[src/tuf_pkg.sv]
// Behaviour
// Write splits each 30-bit word into five frames
// Unit adds parity and timing bit per frame
// Read packs five frames into one 30-bit word
// One command per block, except winds
// Blocks of one word upward, no limit
// Only selected unit moves data; winds anywhere
// At end of tape finish, wind, erase
// Host clears function register before manual use
// Words move at 1920 per second
// Most significant six bits go first
// Control word: unit, status flag, instruction
// Status request ignores instruction, disturbs nothing
// Reply: unit, operable, three-bit condition code
// Status request waits 265 us after motion; the unit here snapshots the reply at once, with no wait
package tuf_pkg;
   // Clock and transfer rates
   localparam int CLK_HZ = 50_000_000;
   localparam int WORD_RATE = 1920;
   localparam int FRAMES_PER_WORD = 5;
   localparam int FRAME_BITS = 6;
   localparam int WORD_BITS = 30;
   // Rounded down: word rate never undershot
   localparam int FRAME_CYC = CLK_HZ / (WORD_RATE * FRAMES_PER_WORD);
   // End-of-block condition stands for half the interblock space
   localparam int EOB_US = 8000;
   localparam int EOB_CYC = (CLK_HZ / 1_000_000) * EOB_US;
   // Register byte offsets
   localparam logic [7:0] OFS_CMD = 8'h00;
   localparam logic [7:0] OFS_STATUS = 8'h04;
   localparam logic [7:0] OFS_WDATA = 8'h08;
   localparam logic [7:0] OFS_RDATA = 8'h0C;
   localparam logic [7:0] OFS_FLAGS = 8'h10;
   localparam logic [7:0] OFS_IRQ_STAT = 8'h14;
   localparam logic [7:0] OFS_IRQ_MASK = 8'h18;
   // Control word fields
   localparam int CW_UNIT_LSB = 4;
   localparam int CW_STAT_BIT = 3;
   // Instruction codes
   localparam logic [2:0] OP_NONE = 3'h0;
   localparam logic [2:0] OP_WRITE = 3'h1;
   localparam logic [2:0] OP_WIND_F = 3'h2;
   localparam logic [2:0] OP_WIND_B = 3'h3;
   localparam logic [2:0] OP_RD_BACK = 3'h5;
   // Condition codes of the status reply
   localparam logic [2:0] COND_READY = 3'h0;
   localparam logic [2:0] COND_WIND = 3'h1;
   localparam logic [2:0] COND_EOB = 3'h2;
   localparam logic [2:0] COND_FIRST = 3'h3;
   localparam logic [2:0] COND_EOT = 3'h4;
   localparam logic [2:0] COND_PARITY = 3'h5;
   // Interrupt status bits
   localparam int IRQ_N = 6;
   localparam int IRQ_WREQ = 0;
   localparam int IRQ_WRDY = 1;
   localparam int IRQ_EOB = 2;
   localparam int IRQ_PAR = 3;
   localparam int IRQ_EOT = 4;
   localparam int IRQ_REJ = 5;
   // Reset values
   localparam logic [5:0] STATUS_RST = 6'h00;
   localparam logic [5:0] MASK_RST = 6'h00;
   // Bus responses
   localparam logic [1:0] RESP_OKAY = 2'h0;
   localparam logic [1:0] RESP_SLVERR = 2'h2;
   // Unit states
   typedef enum logic [6:0] {
      ST_IDLE = 7'h01,
      ST_WRITE = 7'h02,
      ST_READ = 7'h04,
      ST_EOB = 7'h08,
      ST_WINDF = 7'h10,
      ST_WINDB = 7'h20,
      ST_EOTW = 7'h40
   } tuf_state_e;
endpackage

[src/tuf_ser.sv]
`timescale 1ns/1ps
// Word to frame serialiser for the write head
module tuf_ser #(
   parameter int FB = 6,
   parameter int NF = 5
) (
   input wire logic clk,
   input wire logic nrst,
   input wire logic load,
   input wire logic [NF*FB-1:0] word,
   input wire logic tick,
   output logic [FB+1:0] frame,
   output logic frame_stb,
   output logic busy
);
   logic [NF*FB-1:0] sh_reg; // Word being sent
   logic [2:0] cnt_reg; // Frames left

   assign busy = (cnt_reg != 3'h0);

   // Load a word, then send one frame per tick, top bits first
   always_ff @(posedge clk) begin
      frame_stb <= 1'b0;
      if (!nrst) begin
         sh_reg <= '0;
         cnt_reg <= 3'h0;
         frame <= '0;
      end else if (load && !busy) begin
         sh_reg <= word;
         cnt_reg <= 3'(NF);
      end else if (tick && busy) begin
         // Timing bit set, odd parity
         frame <= {1'b1, ~^sh_reg[NF*FB-1 -: FB], sh_reg[NF*FB-1 -: FB]};
         frame_stb <= 1'b1;
         sh_reg <= {sh_reg[NF*FB-FB-1:0], {FB{1'b0}}};
         cnt_reg <= cnt_reg - 3'h1;
      end
   end
endmodule

[src/tuf_asm.sv]
`timescale 1ns/1ps
// Frame to word assembler for the read head
module tuf_asm #(
   parameter int FB = 6,
   parameter int NF = 5
) (
   input wire logic clk,
   input wire logic nrst,
   input wire logic clr,
   input wire logic stb,
   input wire logic [FB+1:0] frame,
   output logic [NF*FB-1:0] word,
   output logic word_stb,
   output logic par_err
);
   logic [NF*FB-1:0] acc_reg; // Frames gathered so far
   logic [2:0] cnt_reg; // Frames in this word

   // First frame lands in the top bits
   always_ff @(posedge clk) begin
      word_stb <= 1'b0;
      par_err <= 1'b0;
      if (!nrst || clr) begin
         acc_reg <= '0;
         cnt_reg <= 3'h0;
         word <= '0;
      end else if (stb) begin
         // Odd parity over info and parity
         par_err <= ~^frame[FB:0];
         if (cnt_reg == 3'(NF - 1)) begin
            word <= {acc_reg[NF*FB-FB-1:0], frame[FB-1:0]};
            word_stb <= 1'b1;
            cnt_reg <= 3'h0;
         end else begin
            acc_reg <= {acc_reg[NF*FB-FB-1:0], frame[FB-1:0]};
            cnt_reg <= cnt_reg + 3'h1;
         end
      end
   end
endmodule

[src/tuf_top.sv]
// Our own choices: the placing of the registers and the AXI4-Lite slave port.
`timescale 1ns/1ps
// Word framer, AXI4-Lite registers
module tuf_top #(
   parameter logic [1:0] UNIT_ID = 2'h0, // Unit number answered to
   parameter int FRAME_CYC = tuf_pkg::FRAME_CYC,
   parameter int EOB_CYC = tuf_pkg::EOB_CYC
) (
   input wire logic clk,
   input wire logic nrst,
   input wire logic [7:0] s_axi_awaddr,
   input wire logic s_axi_awvalid,
   output logic s_axi_awready,
   input wire logic [31:0] s_axi_wdata,
   input wire logic [3:0] s_axi_wstrb,
   input wire logic s_axi_wvalid,
   output logic s_axi_wready,
   output logic [1:0] s_axi_bresp,
   output logic s_axi_bvalid,
   input wire logic s_axi_bready,
   input wire logic [7:0] s_axi_araddr,
   input wire logic s_axi_arvalid,
   output logic s_axi_arready,
   output logic [31:0] s_axi_rdata,
   output logic [1:0] s_axi_rresp,
   output logic s_axi_rvalid,
   input wire logic s_axi_rready,
   input wire logic [7:0] tape_rd_frame,
   input wire logic tape_rd_stb,
   input wire logic tape_gap,
   input wire logic tape_eot_sw,
   input wire logic tape_out,
   input wire logic tape_bot,
   input wire logic tape_operable,
   output logic [7:0] tape_wr_frame,
   output logic tape_wr_stb,
   output logic mot_fwd,
   output logic mot_rev,
   output logic wr_gate,
   output logic erase,
   output logic irq
);
   localparam int WB = tuf_pkg::WORD_BITS;
   localparam int FB = tuf_pkg::FRAME_BITS;
   localparam int NF = tuf_pkg::FRAMES_PER_WORD;

   // Pin synchronisers
   logic [13:0] pin_s1_reg; // First stage, read only by second
   logic [13:0] pin_s2_reg; // Second stage, safe to use
   logic stb_d_reg; // Delayed strobe for edge detect
   logic [7:0] rd_frame;
   logic rd_stb_s, gap_s, eot_s, out_s, bot_s, oper_s;
   logic rd_edge;

   // Bus slave state
   logic awready_reg, wready_reg, bvalid_reg, arready_reg, rvalid_reg;
   logic [1:0] bresp_reg, rresp_reg;
   logic [31:0] rdata_reg;
   logic aw_hold_reg, w_hold_reg;
   logic [7:0] aw_addr_reg;
   logic [31:0] w_data_reg;
   logic [3:0] w_strb_reg;
   logic [31:0] wmask;
   logic wr_fire, rd_fire;

   // Block state
   tuf_pkg::tuf_state_e state_reg;
   logic [2:0] op_reg; // Instruction being run
   logic [5:0] status_reg; // Last status reply
   logic [WB-1:0] wbuf_reg; // Word waiting for the head
   logic wbuf_full_reg;
   logic [WB-1:0] rbuf_reg; // Word waiting for the host
   logic rbuf_valid_reg;
   logic [31:0] div_reg; // Frame rate divider
   logic tick;
   logic [31:0] eob_cnt_reg; // End-of-block hold timer
   logic eot_pend_reg, par_seen_reg, got_frame_reg;
   logic [tuf_pkg::IRQ_N-1:0] irq_stat_reg, irq_mask_reg, irq_ev;
   logic irq_reg, mot_fwd_reg, mot_rev_reg, wr_gate_reg, erase_reg;

   // Command decode
   logic [5:0] cw;
   logic cmd_wr, unit_hit, stat_req, mv_req, unit_ready, accept;
   logic [2:0] cond;
   logic [5:0] reply;
   logic ser_busy, ser_load, asm_wstb, asm_perr;
   logic [WB-1:0] asm_word;

   // Two flops per tape pin
   always_ff @(posedge clk) begin
      if (!nrst) begin
         pin_s1_reg <= '0;
         pin_s2_reg <= '0;
         stb_d_reg <= 1'b0;
      end else begin
         pin_s1_reg <= {tape_operable, tape_bot, tape_out, tape_eot_sw,
                        tape_gap, tape_rd_stb, tape_rd_frame};
         pin_s2_reg <= pin_s1_reg;
         stb_d_reg <= pin_s2_reg[8];
      end
   end

   assign rd_frame = pin_s2_reg[7:0];
   assign rd_stb_s = pin_s2_reg[8];
   assign gap_s = pin_s2_reg[9];
   assign eot_s = pin_s2_reg[10];
   assign out_s = pin_s2_reg[11];
   assign bot_s = pin_s2_reg[12];
   assign oper_s = pin_s2_reg[13];
   // Frames are taken only while this unit runs a read
   assign rd_edge = rd_stb_s && !stb_d_reg && (state_reg == tuf_pkg::ST_READ);

   // Write address and data are latched in either order
   always_ff @(posedge clk) begin
      if (!nrst) begin
         awready_reg <= 1'b1;
         wready_reg <= 1'b1;
         aw_hold_reg <= 1'b0;
         w_hold_reg <= 1'b0;
         aw_addr_reg <= 8'h00;
         w_data_reg <= 32'h0000_0000;
         w_strb_reg <= 4'h0;
         bvalid_reg <= 1'b0;
         bresp_reg <= tuf_pkg::RESP_OKAY;
      end else begin
         if (s_axi_awvalid && awready_reg) begin
            aw_addr_reg <= s_axi_awaddr;
            aw_hold_reg <= 1'b1;
            awready_reg <= 1'b0;
         end
         if (s_axi_wvalid && wready_reg) begin
            w_data_reg <= s_axi_wdata;
            w_strb_reg <= s_axi_wstrb;
            w_hold_reg <= 1'b1;
            wready_reg <= 1'b0;
         end
         if (wr_fire) begin
            aw_hold_reg <= 1'b0;
            w_hold_reg <= 1'b0;
            bvalid_reg <= 1'b1;
            // Unmapped: slave error
            case (aw_addr_reg)
               tuf_pkg::OFS_CMD, tuf_pkg::OFS_STATUS, tuf_pkg::OFS_WDATA,
               tuf_pkg::OFS_RDATA, tuf_pkg::OFS_FLAGS, tuf_pkg::OFS_IRQ_STAT,
               tuf_pkg::OFS_IRQ_MASK: bresp_reg <= tuf_pkg::RESP_OKAY;
               default: bresp_reg <= tuf_pkg::RESP_SLVERR;
            endcase
         end
         // Reopen after the response
         if (bvalid_reg && s_axi_bready) begin
            bvalid_reg <= 1'b0;
            awready_reg <= 1'b1;
            wready_reg <= 1'b1;
         end
      end
   end

   assign wr_fire = aw_hold_reg && w_hold_reg && !bvalid_reg;
   assign wmask = {{8{w_strb_reg[3]}}, {8{w_strb_reg[2]}},
                   {8{w_strb_reg[1]}}, {8{w_strb_reg[0]}}};
   assign rd_fire = s_axi_arvalid && arready_reg;

   // Read answered one cycle later
   always_ff @(posedge clk) begin
      if (!nrst) begin
         arready_reg <= 1'b1;
         rvalid_reg <= 1'b0;
         rdata_reg <= 32'h0000_0000;
         rresp_reg <= tuf_pkg::RESP_OKAY;
      end else if (rd_fire) begin
         arready_reg <= 1'b0;
         rvalid_reg <= 1'b1;
         rresp_reg <= tuf_pkg::RESP_OKAY;
         rdata_reg <= 32'h0000_0000;
         case (s_axi_araddr)
            tuf_pkg::OFS_CMD: rdata_reg <= {26'h000_0000, cw};
            tuf_pkg::OFS_STATUS: rdata_reg <= {26'h000_0000, status_reg};
            tuf_pkg::OFS_WDATA: rdata_reg <= {2'h0, wbuf_reg};
            tuf_pkg::OFS_RDATA: rdata_reg <= {2'h0, rbuf_reg};
            tuf_pkg::OFS_FLAGS: rdata_reg <= {29'h0000_0000,
                                  state_reg != tuf_pkg::ST_IDLE, rbuf_valid_reg, wbuf_full_reg};
            tuf_pkg::OFS_IRQ_STAT: rdata_reg <= {26'h000_0000, irq_stat_reg};
            tuf_pkg::OFS_IRQ_MASK: rdata_reg <= {26'h000_0000, irq_mask_reg};
            default: rresp_reg <= tuf_pkg::RESP_SLVERR;
         endcase
      end else if (rvalid_reg && s_axi_rready) begin
         rvalid_reg <= 1'b0;
         arready_reg <= 1'b1;
      end
   end

   // Control word fields: unit, status flag, instruction
   assign cw = w_data_reg[5:0];
   assign cmd_wr = wr_fire && (aw_addr_reg == tuf_pkg::OFS_CMD) && w_strb_reg[0];
   assign unit_hit = cw[tuf_pkg::CW_UNIT_LSB +: 2] == UNIT_ID;
   assign stat_req = cmd_wr && unit_hit && cw[tuf_pkg::CW_STAT_BIT];
   assign mv_req = cmd_wr && unit_hit && !cw[tuf_pkg::CW_STAT_BIT]
                   && (cw[2:0] != tuf_pkg::OP_NONE);
   // Motion commands only between blocks
   assign unit_ready = (state_reg == tuf_pkg::ST_IDLE) || (state_reg == tuf_pkg::ST_EOB);
   assign accept = mv_req && unit_ready && oper_s;

   // Condition code, most urgent first
   always_comb begin
      cond = tuf_pkg::COND_READY;
      case (state_reg)
         tuf_pkg::ST_EOTW: cond = tuf_pkg::COND_EOT;
         tuf_pkg::ST_WINDF, tuf_pkg::ST_WINDB: cond = tuf_pkg::COND_WIND;
         default: begin
            if (par_seen_reg) begin
               cond = tuf_pkg::COND_PARITY;
            end else if (state_reg == tuf_pkg::ST_EOB) begin
               cond = tuf_pkg::COND_EOB;
            end else if (bot_s) begin
               cond = tuf_pkg::COND_FIRST;
            end
         end
      endcase
   end
   assign reply = {UNIT_ID, oper_s, cond};

   // Reply snapshot on status request
   always_ff @(posedge clk) begin
      if (!nrst) begin
         status_reg <= tuf_pkg::STATUS_RST;
      end else if (stat_req) begin
         status_reg <= reply;
      end
   end

   // Frame tick, writes only
   always_ff @(posedge clk) begin
      if (!nrst || accept || state_reg != tuf_pkg::ST_WRITE) begin
         div_reg <= 32'h0000_0000;
      end else if (tick) begin
         div_reg <= 32'h0000_0000;
      end else begin
         div_reg <= div_reg + 32'h0000_0001;
      end
   end
   assign tick = div_reg == 32'(FRAME_CYC - 1);

   // Word for the head; refilled while one is sent
   assign ser_load = wbuf_full_reg && !ser_busy && (state_reg == tuf_pkg::ST_WRITE);
   always_ff @(posedge clk) begin
      if (!nrst) begin
         wbuf_reg <= '0;
         wbuf_full_reg <= 1'b0;
      end else if (wr_fire && aw_addr_reg == tuf_pkg::OFS_WDATA) begin
         wbuf_reg <= (wbuf_reg & ~wmask[WB-1:0]) | (w_data_reg[WB-1:0] & wmask[WB-1:0]);
         wbuf_full_reg <= 1'b1;
      end else if (ser_load) begin
         wbuf_full_reg <= 1'b0;
      end
   end

   // Word buffer toward the host; reading it frees it
   always_ff @(posedge clk) begin
      if (!nrst) begin
         rbuf_reg <= '0;
         rbuf_valid_reg <= 1'b0;
      end else if (asm_wstb) begin
         rbuf_reg <= asm_word;
         rbuf_valid_reg <= 1'b1;
      end else if (rd_fire && s_axi_araddr == tuf_pkg::OFS_RDATA) begin
         rbuf_valid_reg <= 1'b0;
      end
   end

   // Flags, cleared per accepted command
   always_ff @(posedge clk) begin
      if (!nrst || accept) begin
         par_seen_reg <= 1'b0;
         got_frame_reg <= 1'b0;
         eot_pend_reg <= 1'b0;
      end else begin
         if (asm_perr) begin
            par_seen_reg <= 1'b1;
         end
         if (rd_edge) begin
            got_frame_reg <= 1'b1;
         end
         // End of tape counts on forward data moves
         if (eot_s && (state_reg == tuf_pkg::ST_WRITE ||
             (state_reg == tuf_pkg::ST_READ && op_reg != tuf_pkg::OP_RD_BACK))) begin
            eot_pend_reg <= 1'b1;
         end
      end
   end

   // Unit sequencer
   always_ff @(posedge clk) begin
      if (!nrst) begin
         state_reg <= tuf_pkg::ST_IDLE;
         op_reg <= tuf_pkg::OP_NONE;
         eob_cnt_reg <= 32'h0000_0000;
      end else if (accept) begin
         op_reg <= cw[2:0];
         case (cw[2:0])
            tuf_pkg::OP_WRITE: state_reg <= tuf_pkg::ST_WRITE;
            // Winds run on without per-block commands
            tuf_pkg::OP_WIND_F: state_reg <= tuf_pkg::ST_WINDF;
            tuf_pkg::OP_WIND_B: state_reg <= tuf_pkg::ST_WINDB;
            default: state_reg <= tuf_pkg::ST_READ;
         endcase
      end else if (!oper_s && state_reg != tuf_pkg::ST_IDLE) begin
         // A unit that drops out stops dead
         state_reg <= tuf_pkg::ST_IDLE;
      end else begin
         case (state_reg)
            tuf_pkg::ST_IDLE: state_reg <= tuf_pkg::ST_IDLE;
            tuf_pkg::ST_WRITE: begin
               // Block ends at a tick with no word
               if (tick && !ser_busy && !wbuf_full_reg) begin
                  eob_cnt_reg <= 32'h0000_0000;
                  state_reg <= eot_pend_reg ? tuf_pkg::ST_EOTW : tuf_pkg::ST_EOB;
               end
            end
            tuf_pkg::ST_READ: begin
               // Ignore the gap the tape starts in
               if (gap_s && got_frame_reg) begin
                  eob_cnt_reg <= 32'h0000_0000;
                  state_reg <= eot_pend_reg ? tuf_pkg::ST_EOTW : tuf_pkg::ST_EOB;
               end
            end
            tuf_pkg::ST_EOB: begin
               if (eob_cnt_reg == 32'(EOB_CYC - 1)) begin
                  state_reg <= tuf_pkg::ST_IDLE;
               end else begin
                  eob_cnt_reg <= eob_cnt_reg + 32'h0000_0001;
               end
            end
            tuf_pkg::ST_WINDF, tuf_pkg::ST_EOTW: begin
               if (out_s) begin
                  state_reg <= tuf_pkg::ST_IDLE;
               end
            end
            tuf_pkg::ST_WINDB: begin
               if (bot_s) begin
                  state_reg <= tuf_pkg::ST_IDLE;
               end
            end
            default: state_reg <= tuf_pkg::ST_IDLE;
         endcase
      end
   end

   // Head and motor drives follow the state
   always_ff @(posedge clk) begin
      if (!nrst) begin
         mot_fwd_reg <= 1'b0;
         mot_rev_reg <= 1'b0;
         wr_gate_reg <= 1'b0;
         erase_reg <= 1'b0;
      end else begin
         mot_fwd_reg <= (state_reg == tuf_pkg::ST_WRITE) || (state_reg == tuf_pkg::ST_WINDF)
                        || (state_reg == tuf_pkg::ST_EOTW)
                        || (state_reg == tuf_pkg::ST_READ && op_reg != tuf_pkg::OP_RD_BACK);
         mot_rev_reg <= (state_reg == tuf_pkg::ST_WINDB)
                        || (state_reg == tuf_pkg::ST_READ && op_reg == tuf_pkg::OP_RD_BACK);
         wr_gate_reg <= state_reg == tuf_pkg::ST_WRITE;
         // Erase stays on through the end-of-tape wind
         erase_reg <= (state_reg == tuf_pkg::ST_WRITE) || (state_reg == tuf_pkg::ST_EOTW);
      end
   end

   // Events for the interrupt status register
   always_comb begin
      irq_ev = '0;
      irq_ev[tuf_pkg::IRQ_WREQ] = ser_load;
      irq_ev[tuf_pkg::IRQ_WRDY] = asm_wstb;
      // Same conditions that end a block in the sequencer
      irq_ev[tuf_pkg::IRQ_EOB] = (state_reg == tuf_pkg::ST_WRITE && tick && !ser_busy && !wbuf_full_reg)
                                 || (state_reg == tuf_pkg::ST_READ && gap_s && got_frame_reg);
      irq_ev[tuf_pkg::IRQ_PAR] = asm_perr;
      irq_ev[tuf_pkg::IRQ_EOT] = (state_reg == tuf_pkg::ST_EOTW) && out_s;
      irq_ev[tuf_pkg::IRQ_REJ] = mv_req && !accept;
   end

   // Sticky, write one to clear; set beats clear
   always_ff @(posedge clk) begin
      if (!nrst) begin
         irq_stat_reg <= '0;
         irq_mask_reg <= tuf_pkg::MASK_RST;
         irq_reg <= 1'b0;
      end else begin
         if (wr_fire && aw_addr_reg == tuf_pkg::OFS_IRQ_STAT) begin
            irq_stat_reg <= (irq_stat_reg & ~(w_data_reg[5:0] & wmask[5:0])) | irq_ev;
         end else begin
            irq_stat_reg <= irq_stat_reg | irq_ev;
         end
         if (wr_fire && aw_addr_reg == tuf_pkg::OFS_IRQ_MASK && w_strb_reg[0]) begin
            irq_mask_reg <= w_data_reg[5:0];
         end
         irq_reg <= |(irq_stat_reg & irq_mask_reg);
      end
   end

   tuf_ser #(.FB(FB), .NF(NF)) u_ser (
      .clk(clk),
      .nrst(nrst),
      .load(ser_load),
      .word(wbuf_reg),
      .tick(tick),
      .frame(tape_wr_frame),
      .frame_stb(tape_wr_stb),
      .busy(ser_busy)
   );

   tuf_asm #(.FB(FB), .NF(NF)) u_asm (
      .clk(clk),
      .nrst(nrst),
      .clr(accept),
      .stb(rd_edge),
      .frame(rd_frame),
      .word(asm_word),
      .word_stb(asm_wstb),
      .par_err(asm_perr)
   );

   // Outputs straight from their flops
   assign s_axi_awready = awready_reg;
   assign s_axi_wready = wready_reg;
   assign s_axi_bresp = bresp_reg;
   assign s_axi_bvalid = bvalid_reg;
   assign s_axi_arready = arready_reg;
   assign s_axi_rdata = rdata_reg;
   assign s_axi_rresp = rresp_reg;
   assign s_axi_rvalid = rvalid_reg;
   assign mot_fwd = mot_fwd_reg;
   assign mot_rev = mot_rev_reg;
   assign wr_gate = wr_gate_reg;
   assign erase = erase_reg;
   assign irq = irq_reg;
endmodule

[config.mk]
export PLATFORM = sky130hd
export DESIGN_NAME = tuf_top
export DESIGN_NICKNAME = d
export VERILOG_FILES = /design/src/tuf_pkg.sv /design/src/tuf_ser.sv /design/src/tuf_asm.sv /design/src/tuf_top.sv
export SDC_FILE = /design/constraint.sdc
export NUM_CORES = 1
export LEC_CHECK = 0
export BUFFER_PORTS_ARGS = -buffer_cell sky130_fd_sc_hd__buf_2
export CORE_AREA = 5 5 190 192
export CTS_BUF_LIST = sky130_fd_sc_hd__clkbuf_4 sky130_fd_sc_hd__clkbuf_8 sky130_fd_sc_hd__clkbuf_16
export CTS_CLUSTER_SIZE = 40
export DETAILED_ROUTE_END_ITERATION = 6
export DIE_AREA = 0 0 195 197
export GPL_TIMING_DRIVEN = 1
export SYNTH_ARGS = -nofsm -noshare
export SYNTH_HDL_FRONTEND = slang
export SYNTH_SLANG_ARGS = --single-unit
[constraint.sdc]
create_clock -name clk -period 4 [get_ports clk]
set_clock_uncertainty 0.2 [all_clocks]
set_input_delay 0.2 -clock clk [delete_from_list [all_inputs] [get_ports clk]]
set_output_delay 0.2 -clock clk [all_outputs]
set_load 0.05 [all_outputs]
Yosys cells after proc, flatten, opt, wreduce, memory -nomap -nowiden --
Cells that the tools add are included.
Storage, ports and cells: word-level logic and storage cells 224, input bits 73, output and inout port bits 55, register bits 375
Operators by class: eq/ne operators 37, $add $sub $neg 4, bitwise logic cells 16, mux-type cells 37, reductions and logical operators 85
Operators by type and width (count):
- $pmux 30 s7 | 1
- $mux 32 | 3
- $pmux 32 s3 | 1
- $add 32x1->32 const B | 2
- $and 30x30->30 | 2
- $mux 30 | 2
- $mux 7 | 8
- $eq 8x5->1 const B | 6
- $logic_and 1x1->1 | 40
- $pmux 7 s5 | 1
- $eq 32x13->1 const B | 1
- $eq 32x19->1 const B | 1
- $eq 8x4->1 const B | 4
- $not 30->30 | 1
- $or 30x30->30 | 1
- $and 6x6->6 | 3
- $pmux 6 s3 | 1
- $eq 8x3->1 const B | 2
- $logic_not 8->1 | 2
- $reduce_or 2->1 | 7
- $reduce_or 7->1 | 2
- $mux 3 | 4
- $ne 4x2->1 const B | 3
- $or 6x6->6 | 2
- other kinds (35) | 79

Depth between registers and ports, before layout --
Gate-level depths: netlist of the first run.
word-level depth 13, depth in mapped cells 10, mapped depth without buffers 8

Modules after synthesis --
From an unflattened synthesis of the first run, not the netlist that was laid out.
Second synthesis, totals: cells, all modules 1786, area, all modules 15378.5 µm²
Modules (own cells, without submodules):
- tuf_top | cells each 1330, instances 1, area each 11434.7 µm², sequential area each 5405.2 µm²
- tuf_asm | cells each 262, instances 1, area each 2185.8 µm², sequential area each 1181.1 µm²
- tuf_ser | cells each 194, instances 1, area each 1757.9 µm², sequential area each 840.8 µm²

Worst setup path after synthesis of the first run --
Ideal clock, no wire load.
path type reg-to-reg, from register aw_addr_reg[0], to register eob_cnt_reg[4], arrival time 2.475 ns, slack 1.210 ns, cell stages (with the launch flop) 10, required time 3.685 ns, buffers on the path 3, path through dfxtp_1 -> or4_1 -> or4_1 -> buf_2 -> or4_4 -> o211ai_2 -> buf_6 -> buf_6 -> nor4_1 -> o21a_1
Between the ends: word-level cells in the longest chain between the ends 10
RTL lines:
- start, declared | RTL line tuf_top.sv:60 | logic [7:0] aw_addr_reg;
- start signal, assigned | RTL line tuf_top.sv:127 | aw_addr_reg <= s_axi_awaddr;
- $logic_not 8->1 | RTL line tuf_top.sv:194 | assign cmd_wr = wr_fire && (aw_addr_reg == tuf_pkg::OFS_CMD) && w_strb_reg[0];
- $logic_and 1x1->1 (2 in a row) | RTL line tuf_top.sv:194
- $logic_and 1x1->1 (2 in a row) | RTL line tuf_top.sv:197 | assign mv_req = cmd_wr && unit_hit && !cw[tuf_pkg::CW_STAT_BIT]
- $logic_and 1x1->1 | RTL line tuf_top.sv:198 | && (cw[2:0] != tuf_pkg::OP_NONE);
- $logic_and 1x1->1 (2 in a row) | RTL line tuf_top.sv:201 | assign accept = mv_req && unit_ready && oper_s;
- $not 1->1 (no source line)
- $reduce_and 6->1 (no source line)
- end signal, assigned | RTL line tuf_top.sv:330 | eob_cnt_reg <= eob_cnt_reg + 32'h0000_0001;
- end, declared | RTL line tuf_top.sv:76 | logic [31:0] eob_cnt_reg;
No other way between the ends. A chain may end at the register's enable or synchronous reset.

Worst setup path after layout of the first run --
from register aw_addr_reg[0], to register eob_cnt_reg[17]
Same word-level chain as after synthesis.

==> metrics.yaml, run 1 <==
run_status:
  status: "finished clean"
setup_path:
  crit_end: "eob_cnt_reg[17]$_SDFFE_PN0P_"
  critPathCaptureType: "flip-flop"
  critical_path_required_ns: 4.22
  start_kind: "flip-flop"
  rr_startpoint: "aw_addr_reg[0]$_SDFFE_PN0P_"
  critPathMaxFanout: 30
  reg2regPathDepth: 7
  r2r_end: "eob_cnt_reg[17]$_SDFFE_PN0P_"
  critPathKind: "flip-flop to flip-flop"
  crit_start: "aw_addr_reg[0]$_SDFFE_PN0P_"
  r2r_slack_ns: 0.75
  worstPathArrival_ns: 3.47
global_route:
  antenna_found_initial: 0
  grt_pass1_vias: 12300
  grt.overflow.total: 0
  grt_pass1_wl_um: 64400
  grt.total_usage_pct: 20.0
  grt_max_degree: 100
cells_and_area:
  num_antenna_cells: 0
  drive_above_1_share_pct: 13.8
  area_growth_syn_to_layout_pct: 20.0
  finalCoreUtilization_pct: 53.1
  nets: 2015
timing:
  worstMarginPinSlew_ns: 1.09
  drv_slew: 0
  hold_violations: 0
  setup_tns_ns: 0
  setup_violations: 0
  fin_crit_sh_pct: 81.3
  slew_headroom_pct: 27.2
  rsz0062_at_grt: "false"
  period_minus_slack_ns: 3.25
  fmax_mhz: 307
pwr:
  swShare_pct: 22.5
  p_seq_share_pct: 48.1
  p_switching_uw: 1760
  p_comb_share_pct: 4.3
  p_int_uw: 6050
  peakVddDrop_v: 0.000316
  p_clk_share_pct: 47.7
  p_leak_uw: 0.00648
  p_per_area_nw_per_um2: 430
route:
  route.vias.total: 13100
  drtIter0Drc: 876
  routed_wl_um: 40000
  drtPass1Iterations: 5
  ant_nets: 0
  drc: 0
  viasPerCell: 5.42
  wl_per_cell_um: 16.5
cts:
  cts_tree: "done"
  root_buffer: "clkbuf_16"
  cts-buffers-inserted: 40
  clkSinkCount: 369
  htreeDepth: 2
  cts.clk_slew.worst_paths_ns: 0.06
  clock_latency_ns: 0.54
  clk_path_buf_depth: 3
  cts_setup_buffers: 0
  cts_resized: 0
  postCtsHoldBufs: 73
place:
  dp_hpwl_um: 26000
  gp_congestion: 0.840
  numPortBuffers: 120
yosys:
  ys.flop_type: "dfxtp_1"
  yosysSeqAreaShare_pct: 48.8
  ys_ff_latch: 369
  ys_async_sr_fraction_pct: 0
  ys.warnings.count: 0
  synth_top_cell_area_share_pct: 48.8
  synth_top_cell_by_area: "dfxtp_1"
  synth-edff-count: 0
  synth.area.top_cells: "dfxtp_1 (49%), nand2_1 (9.2%), a21oi_1 (6.2%)"
  syn_area_um2: 15100
  syn_area_per_cell_um2: 8.45
  netlist_instances: 1791
  ys_types: 69
hold_path:
  hp-class: "input port to flip-flop"
floorplanning:
  core_area_um2: 34200
  rows: 68
  die_h_um: 197
  die_w_um: 195
  die_area_um2: 38400
  boundaryPins: 128
  start_util_pct: 44.2
flow_run:
  cap_violations: 0
## Yosys cell counts (8+ instances only)
master,number
o21ai_2,8
nor2_1,137
a2bb2oi_1,24
mux2i_1,73
clkbuf_1,96
buf_2,8
nor3_1,21
nor4b_1,10
a21oi_2,9
nand4_1,30
or4_1,16
o31ai_1,12
o21ai_0,44
dfxtp_1,369
nor4_1,25
a21oi_1,187
and2_1,38
nand2b_1,10
xor2_1,18
inv_1,18
xnor2_1,22
or3_1,22
buf_1,9
nand2_1,370
and3_1,21
mux2_2,9
nand3_1,52
a31oi_1,30
## layer usage
metal	part of all wire (%)	routed length, µm	GRT usage (%)
met2	47	18800	33.3
met5	0	0	0
met3	4.2	1700	2.60
met4	2.5	987	5.48
met1	46	18500	27.5
## cells by family after synthesis
kind of cell    count (synthesis)  synth area share [%]
simple gates                  786                  24.2
flops                         369                  48.8
compound gates                365                  14.6
buf+inv                       142                  3.99
mux                            82                  5.50
xor+xnor                       40                  2.32
fa+ha+maj                       6                 0.496
other cells                     1                0.0248
## layout make-up
class	instances	area, µm²
Tap cell	455	569
Multi-Input combinational cell	1283	7180
Sequential cell	369	7390
Clock buffer	54	1160
Timing Repair Buffer	223	1590
Inverter	19	76.3
Fill cell	3256	16000
Clock inverter	19	190
## how the worst min path moves through the flow
stage	startpoint	end	slack (ns)	depth (start not counted)
after floorplan	s_axi_wvalid	s_axi_wready$_SDFFE_PP1P_	0.10	1
after CTS	s_axi_araddr[1]	rbuf_valid_reg$_SDFFE_PN0P_	0.001	6
after global placement	tape_rd_frame[0]	pin_s1_reg[0]$_SDFF_PN0_	0.21	2
final	s_axi_araddr[1]	rbuf_valid_reg$_SDFFE_PN0P_	0.03	6
after global routing	s_axi_araddr[1]	rbuf_valid_reg$_SDFFE_PN0P_	0.04	6
after detailed placement	tape_rd_frame[4]	pin_s1_reg[4]$_SDFF_PN0_	0.21	2
## power groups by stage
stage | Combinational, µW | Sequential [µW] | Clock (µW)
2_1_floorplan | 170 | 3840 | 0
3_3_place_gp | 273 | 3830 | 0
3_5_place_dp | 276 | 3840 | 0
4_1_cts | 332 | 3750 | 3810
5_1_grt | 363 | 3760 | 3970
6_report | 335 | 3760 | 3720
## worst max-delay path, stage by stage, from the launching register on
cell	delay [ns]
dfxtp_1	0.32
or4_1	0.53
or4_1	0.61
or4_4	0.58
o211ai_4	0.40
buf_4	0.30
nor3_1	0.08
mux2i_1	0.12
## metrics by stage
step                      hold slack (ns)  setup slack [ns]  area (µm²)  power (µW)  instances
after detailed placement            0.208             0.789       16100        4110       2276
after global routing               0.0431             0.623       18200        8090       2422
after floorplan                     0.100              1.21       15100        4010       1794
final                              0.0255             0.748       18200        7810       2422
after CTS                         0.00103             0.775       18200        7890       2422
after global placement              0.205             0.802       16100        4110       2276
## placed cells by master, fill, tap and decap left out, types with 24 or more instances in the layout
cell           instances
dfxtp_1              368
dlygate4sd3_1         73
buf_4                 27
o21ai_0               44
clkbuf_16             41
nand2_1              369
and2_1                38
mux2i_1               73
nor2_1               136
nand3_1               51
nor4_1                25
nand4_1               30
a2bb2oi_1             24
a21oi_1              187
buf_2                120
a31oi_1               30
Power figures use the tool's default switching activity.
==> run 2, diff against run 1 <==
==> constraint.sdc (replaced) <==
create_clock -name clk -period 2.92 [get_ports clk]
set_clock_uncertainty 0.2 [all_clocks]
set_input_delay 0.146 -clock clk [delete_from_list [all_inputs] [get_ports clk]]
set_output_delay 0.146 -clock clk [all_outputs]
set_load 0.05 [all_outputs]
==> run 2 against run 1 <==
Routed wire length increased by 1.2%. Sequential share of layout area decreased by 0.60 points. Register-to-register slack got worse by 0.66 ns. Non-clock buffer count increased by 36. Critical path depth unchanged.
==> metrics.yaml, run 2 (synthesized netlist as in run 1, its figures left out) <==
route:
  drtPass1Iterations: 5
  ant_nets: 0
  route.vias.total: 13200
  drc: 0
  wl_per_cell_um: 16.5
  drtIter0Drc: 777
  routed_wl_um: 40400
  viasPerCell: 5.37
cts:
  root_buffer: "clkbuf_16"
  clkSinkCount: 369
  htreeDepth: 2
  clk_path_buf_depth: 3
  cts-buffers-inserted: 40
  cts.clk_slew.worst_paths_ns: 0.06
  cts_tree: "done"
  clock_latency_ns: 0.53
place:
  gp_congestion: 0.840
  dp_hpwl_um: 26800
  place_area_um2: 16300
  place_ws_ns: 0.0413
  numPortBuffers: 120
  placedCellCount: 2305
cells_and_area:
  nets: 2051
  area_growth_syn_to_layout_pct: 21.8
  fin_cells: 2456
  num_antenna_cells: 0
  drive_above_1_share_pct: 15.2
  final_common_cell: "nand2_1"
  final_cell_area_um2: 18400
  final_cell_mix: "nand2_1 (369), dfxtp_1 (368), a21oi_1 (187)"
setup_path:
  critPathMaxFanout: 24
  crit_top_cell: "or4_4"
  start_kind: "flip-flop"
  crit_family: "simple AND/OR/NAND/NOR gates"
  critical_path_required_ns: 3.15
  worstPathCellList: "or4_1 -> or4_4 -> or4_4 -> o211ai_4 -> buf_12 -> nor4_1 -> o21a_1"
  cp_num_buf_inv: 1
  critPathCaptureType: "flip-flop"
  critPathKind: "flip-flop to flip-flop"
  crit_slowest_cell: "or4_1"
  crit_path_max_incr_delay_ns: 0.54
  worstPathArrival_ns: 3.06
floorplanning:
  start_util_pct: 44.2
  die_h_um: 197
  boundaryPins: 128
  die_area_um2: 38400
  core_area_um2: 34200
  rows: 68
  die_w_um: 195
pwr:
  p_clk_share_pct: 46.7
  p_int_uw: 8160
  peakVddDrop_v: 0.000497
  p_comb_share_pct: 4.5
  swShare_pct: 22.6
  p_switching_uw: 2380
  p_per_area_nw_per_um2: 572
  p_seq_share_pct: 48.8
  p_leak_uw: 0.00664
timing:
  setup_tns_ns: 0
  worstMarginPinSlew_ns: 0.791
  setup_violations: 0
  slew_headroom_pct: 47.1
  fin_crit_sh_pct: 96.9
  hold_ws_ns: 0.0965
  fmax_mhz: 354
  period_minus_slack_ns: 2.83
  finalWorstSetupSlack_ns: 0.0917
  drv_slew: 0
  hold_violations: 0
global_route:
  grt_max_degree: 98
  grt_pass1_vias: 12600
  grt.overflow.total: 0
  grt_pass1_wl_um: 65300
  grt.total_usage_pct: 20.3
  antenna_found_initial: 0
run_status:
  status: "finished clean"
flow_run:
  cap_violations: 0
hold_path:
  hp-class: "input port to flip-flop"
run 2: changes by cell type in the layout (fill, tap and decap cells not counted), moves of 2 or more:
cell / previous run / this run
buf_12: 3 / 6
buf_4: 27 / 58
clkbuf_4: 7 / 9
clkinv_2: 11 / 9
dlygate4sd3_1: 73 / 75
run 2: through the flow:
step | utilization [%] | power (µW)
after floorplan | - | 5490
after global placement | 47.8 | 5640
after detailed placement | 47.8 | 5650
after CTS | 53.7 | 10700
after global routing | 53.9 | 10900
final | 53.9 | 10500
run 2: final cells by class:
cell class,instances,area [µm²]
well taps,455,569
fillers,3249,15800
multi-input cells,1283,7200
inverters,19,76.3
flip-flops and latches,369,7390
clock inverters,16,143
repair buffers,259,1910
clock buffers,55,1150
run 2: worst min-delay path, stage by stage:
cell and delay [ns]:
buf_2 0.20, nand3_1 0.12, a21oi_1 0.10, a31o_2 0.22
run 2: what timing repair did:
action,in CTS,in global routing
hold buffers,75,0
hold endpoints to repair,85,0
setup buffers,0,5
setup endpoints to repair,0,29
resized for setup,0,3
run 2: per-layer routing:
layer	up-vias	part of all wire [%]	track usage, %
met3	85	3.9	3.03
met4	0	3.1	6.62
li1	6589	-	-
met5	-	0	0
met1	6232	47	27.8
met2	279	46	33.3
run 2: worst paths after layout:
path	slack [ns]	endpoint	startpoint	depth (start not counted)
max	0.09	eob_cnt_reg[4]$_SDFFE_PN0P_	aw_addr_reg[0]$_SDFFE_PN0P_	7
min	0.1	s_axi_rdata[5]$_SDFFE_PN0P_	s_axi_araddr[3]	4
max reg2reg	0.09	eob_cnt_reg[4]$_SDFFE_PN0P_	aw_addr_reg[0]$_SDFFE_PN0P_	7
min reg2reg	0.23	pin_s2_reg[6]$_SDFF_PN0_	pin_s1_reg[6]$_SDFF_PN0_	1
run 2: power by group through the flow:
| stage | Combinational (µW) | Sequential [µW] | Clock [µW] |
|---|---|---|---|
| 2_1_floorplan | 234 | 5260 | 0 |
| 3_3_place_gp | 391 | 5250 | 0 |
| 3_5_place_dp | 395 | 5250 | 0 |
| 4_1_cts | 472 | 5140 | 5040 |
| 5_1_grt | 518 | 5140 | 5250 |
| 6_report | 476 | 5140 | 4920 |
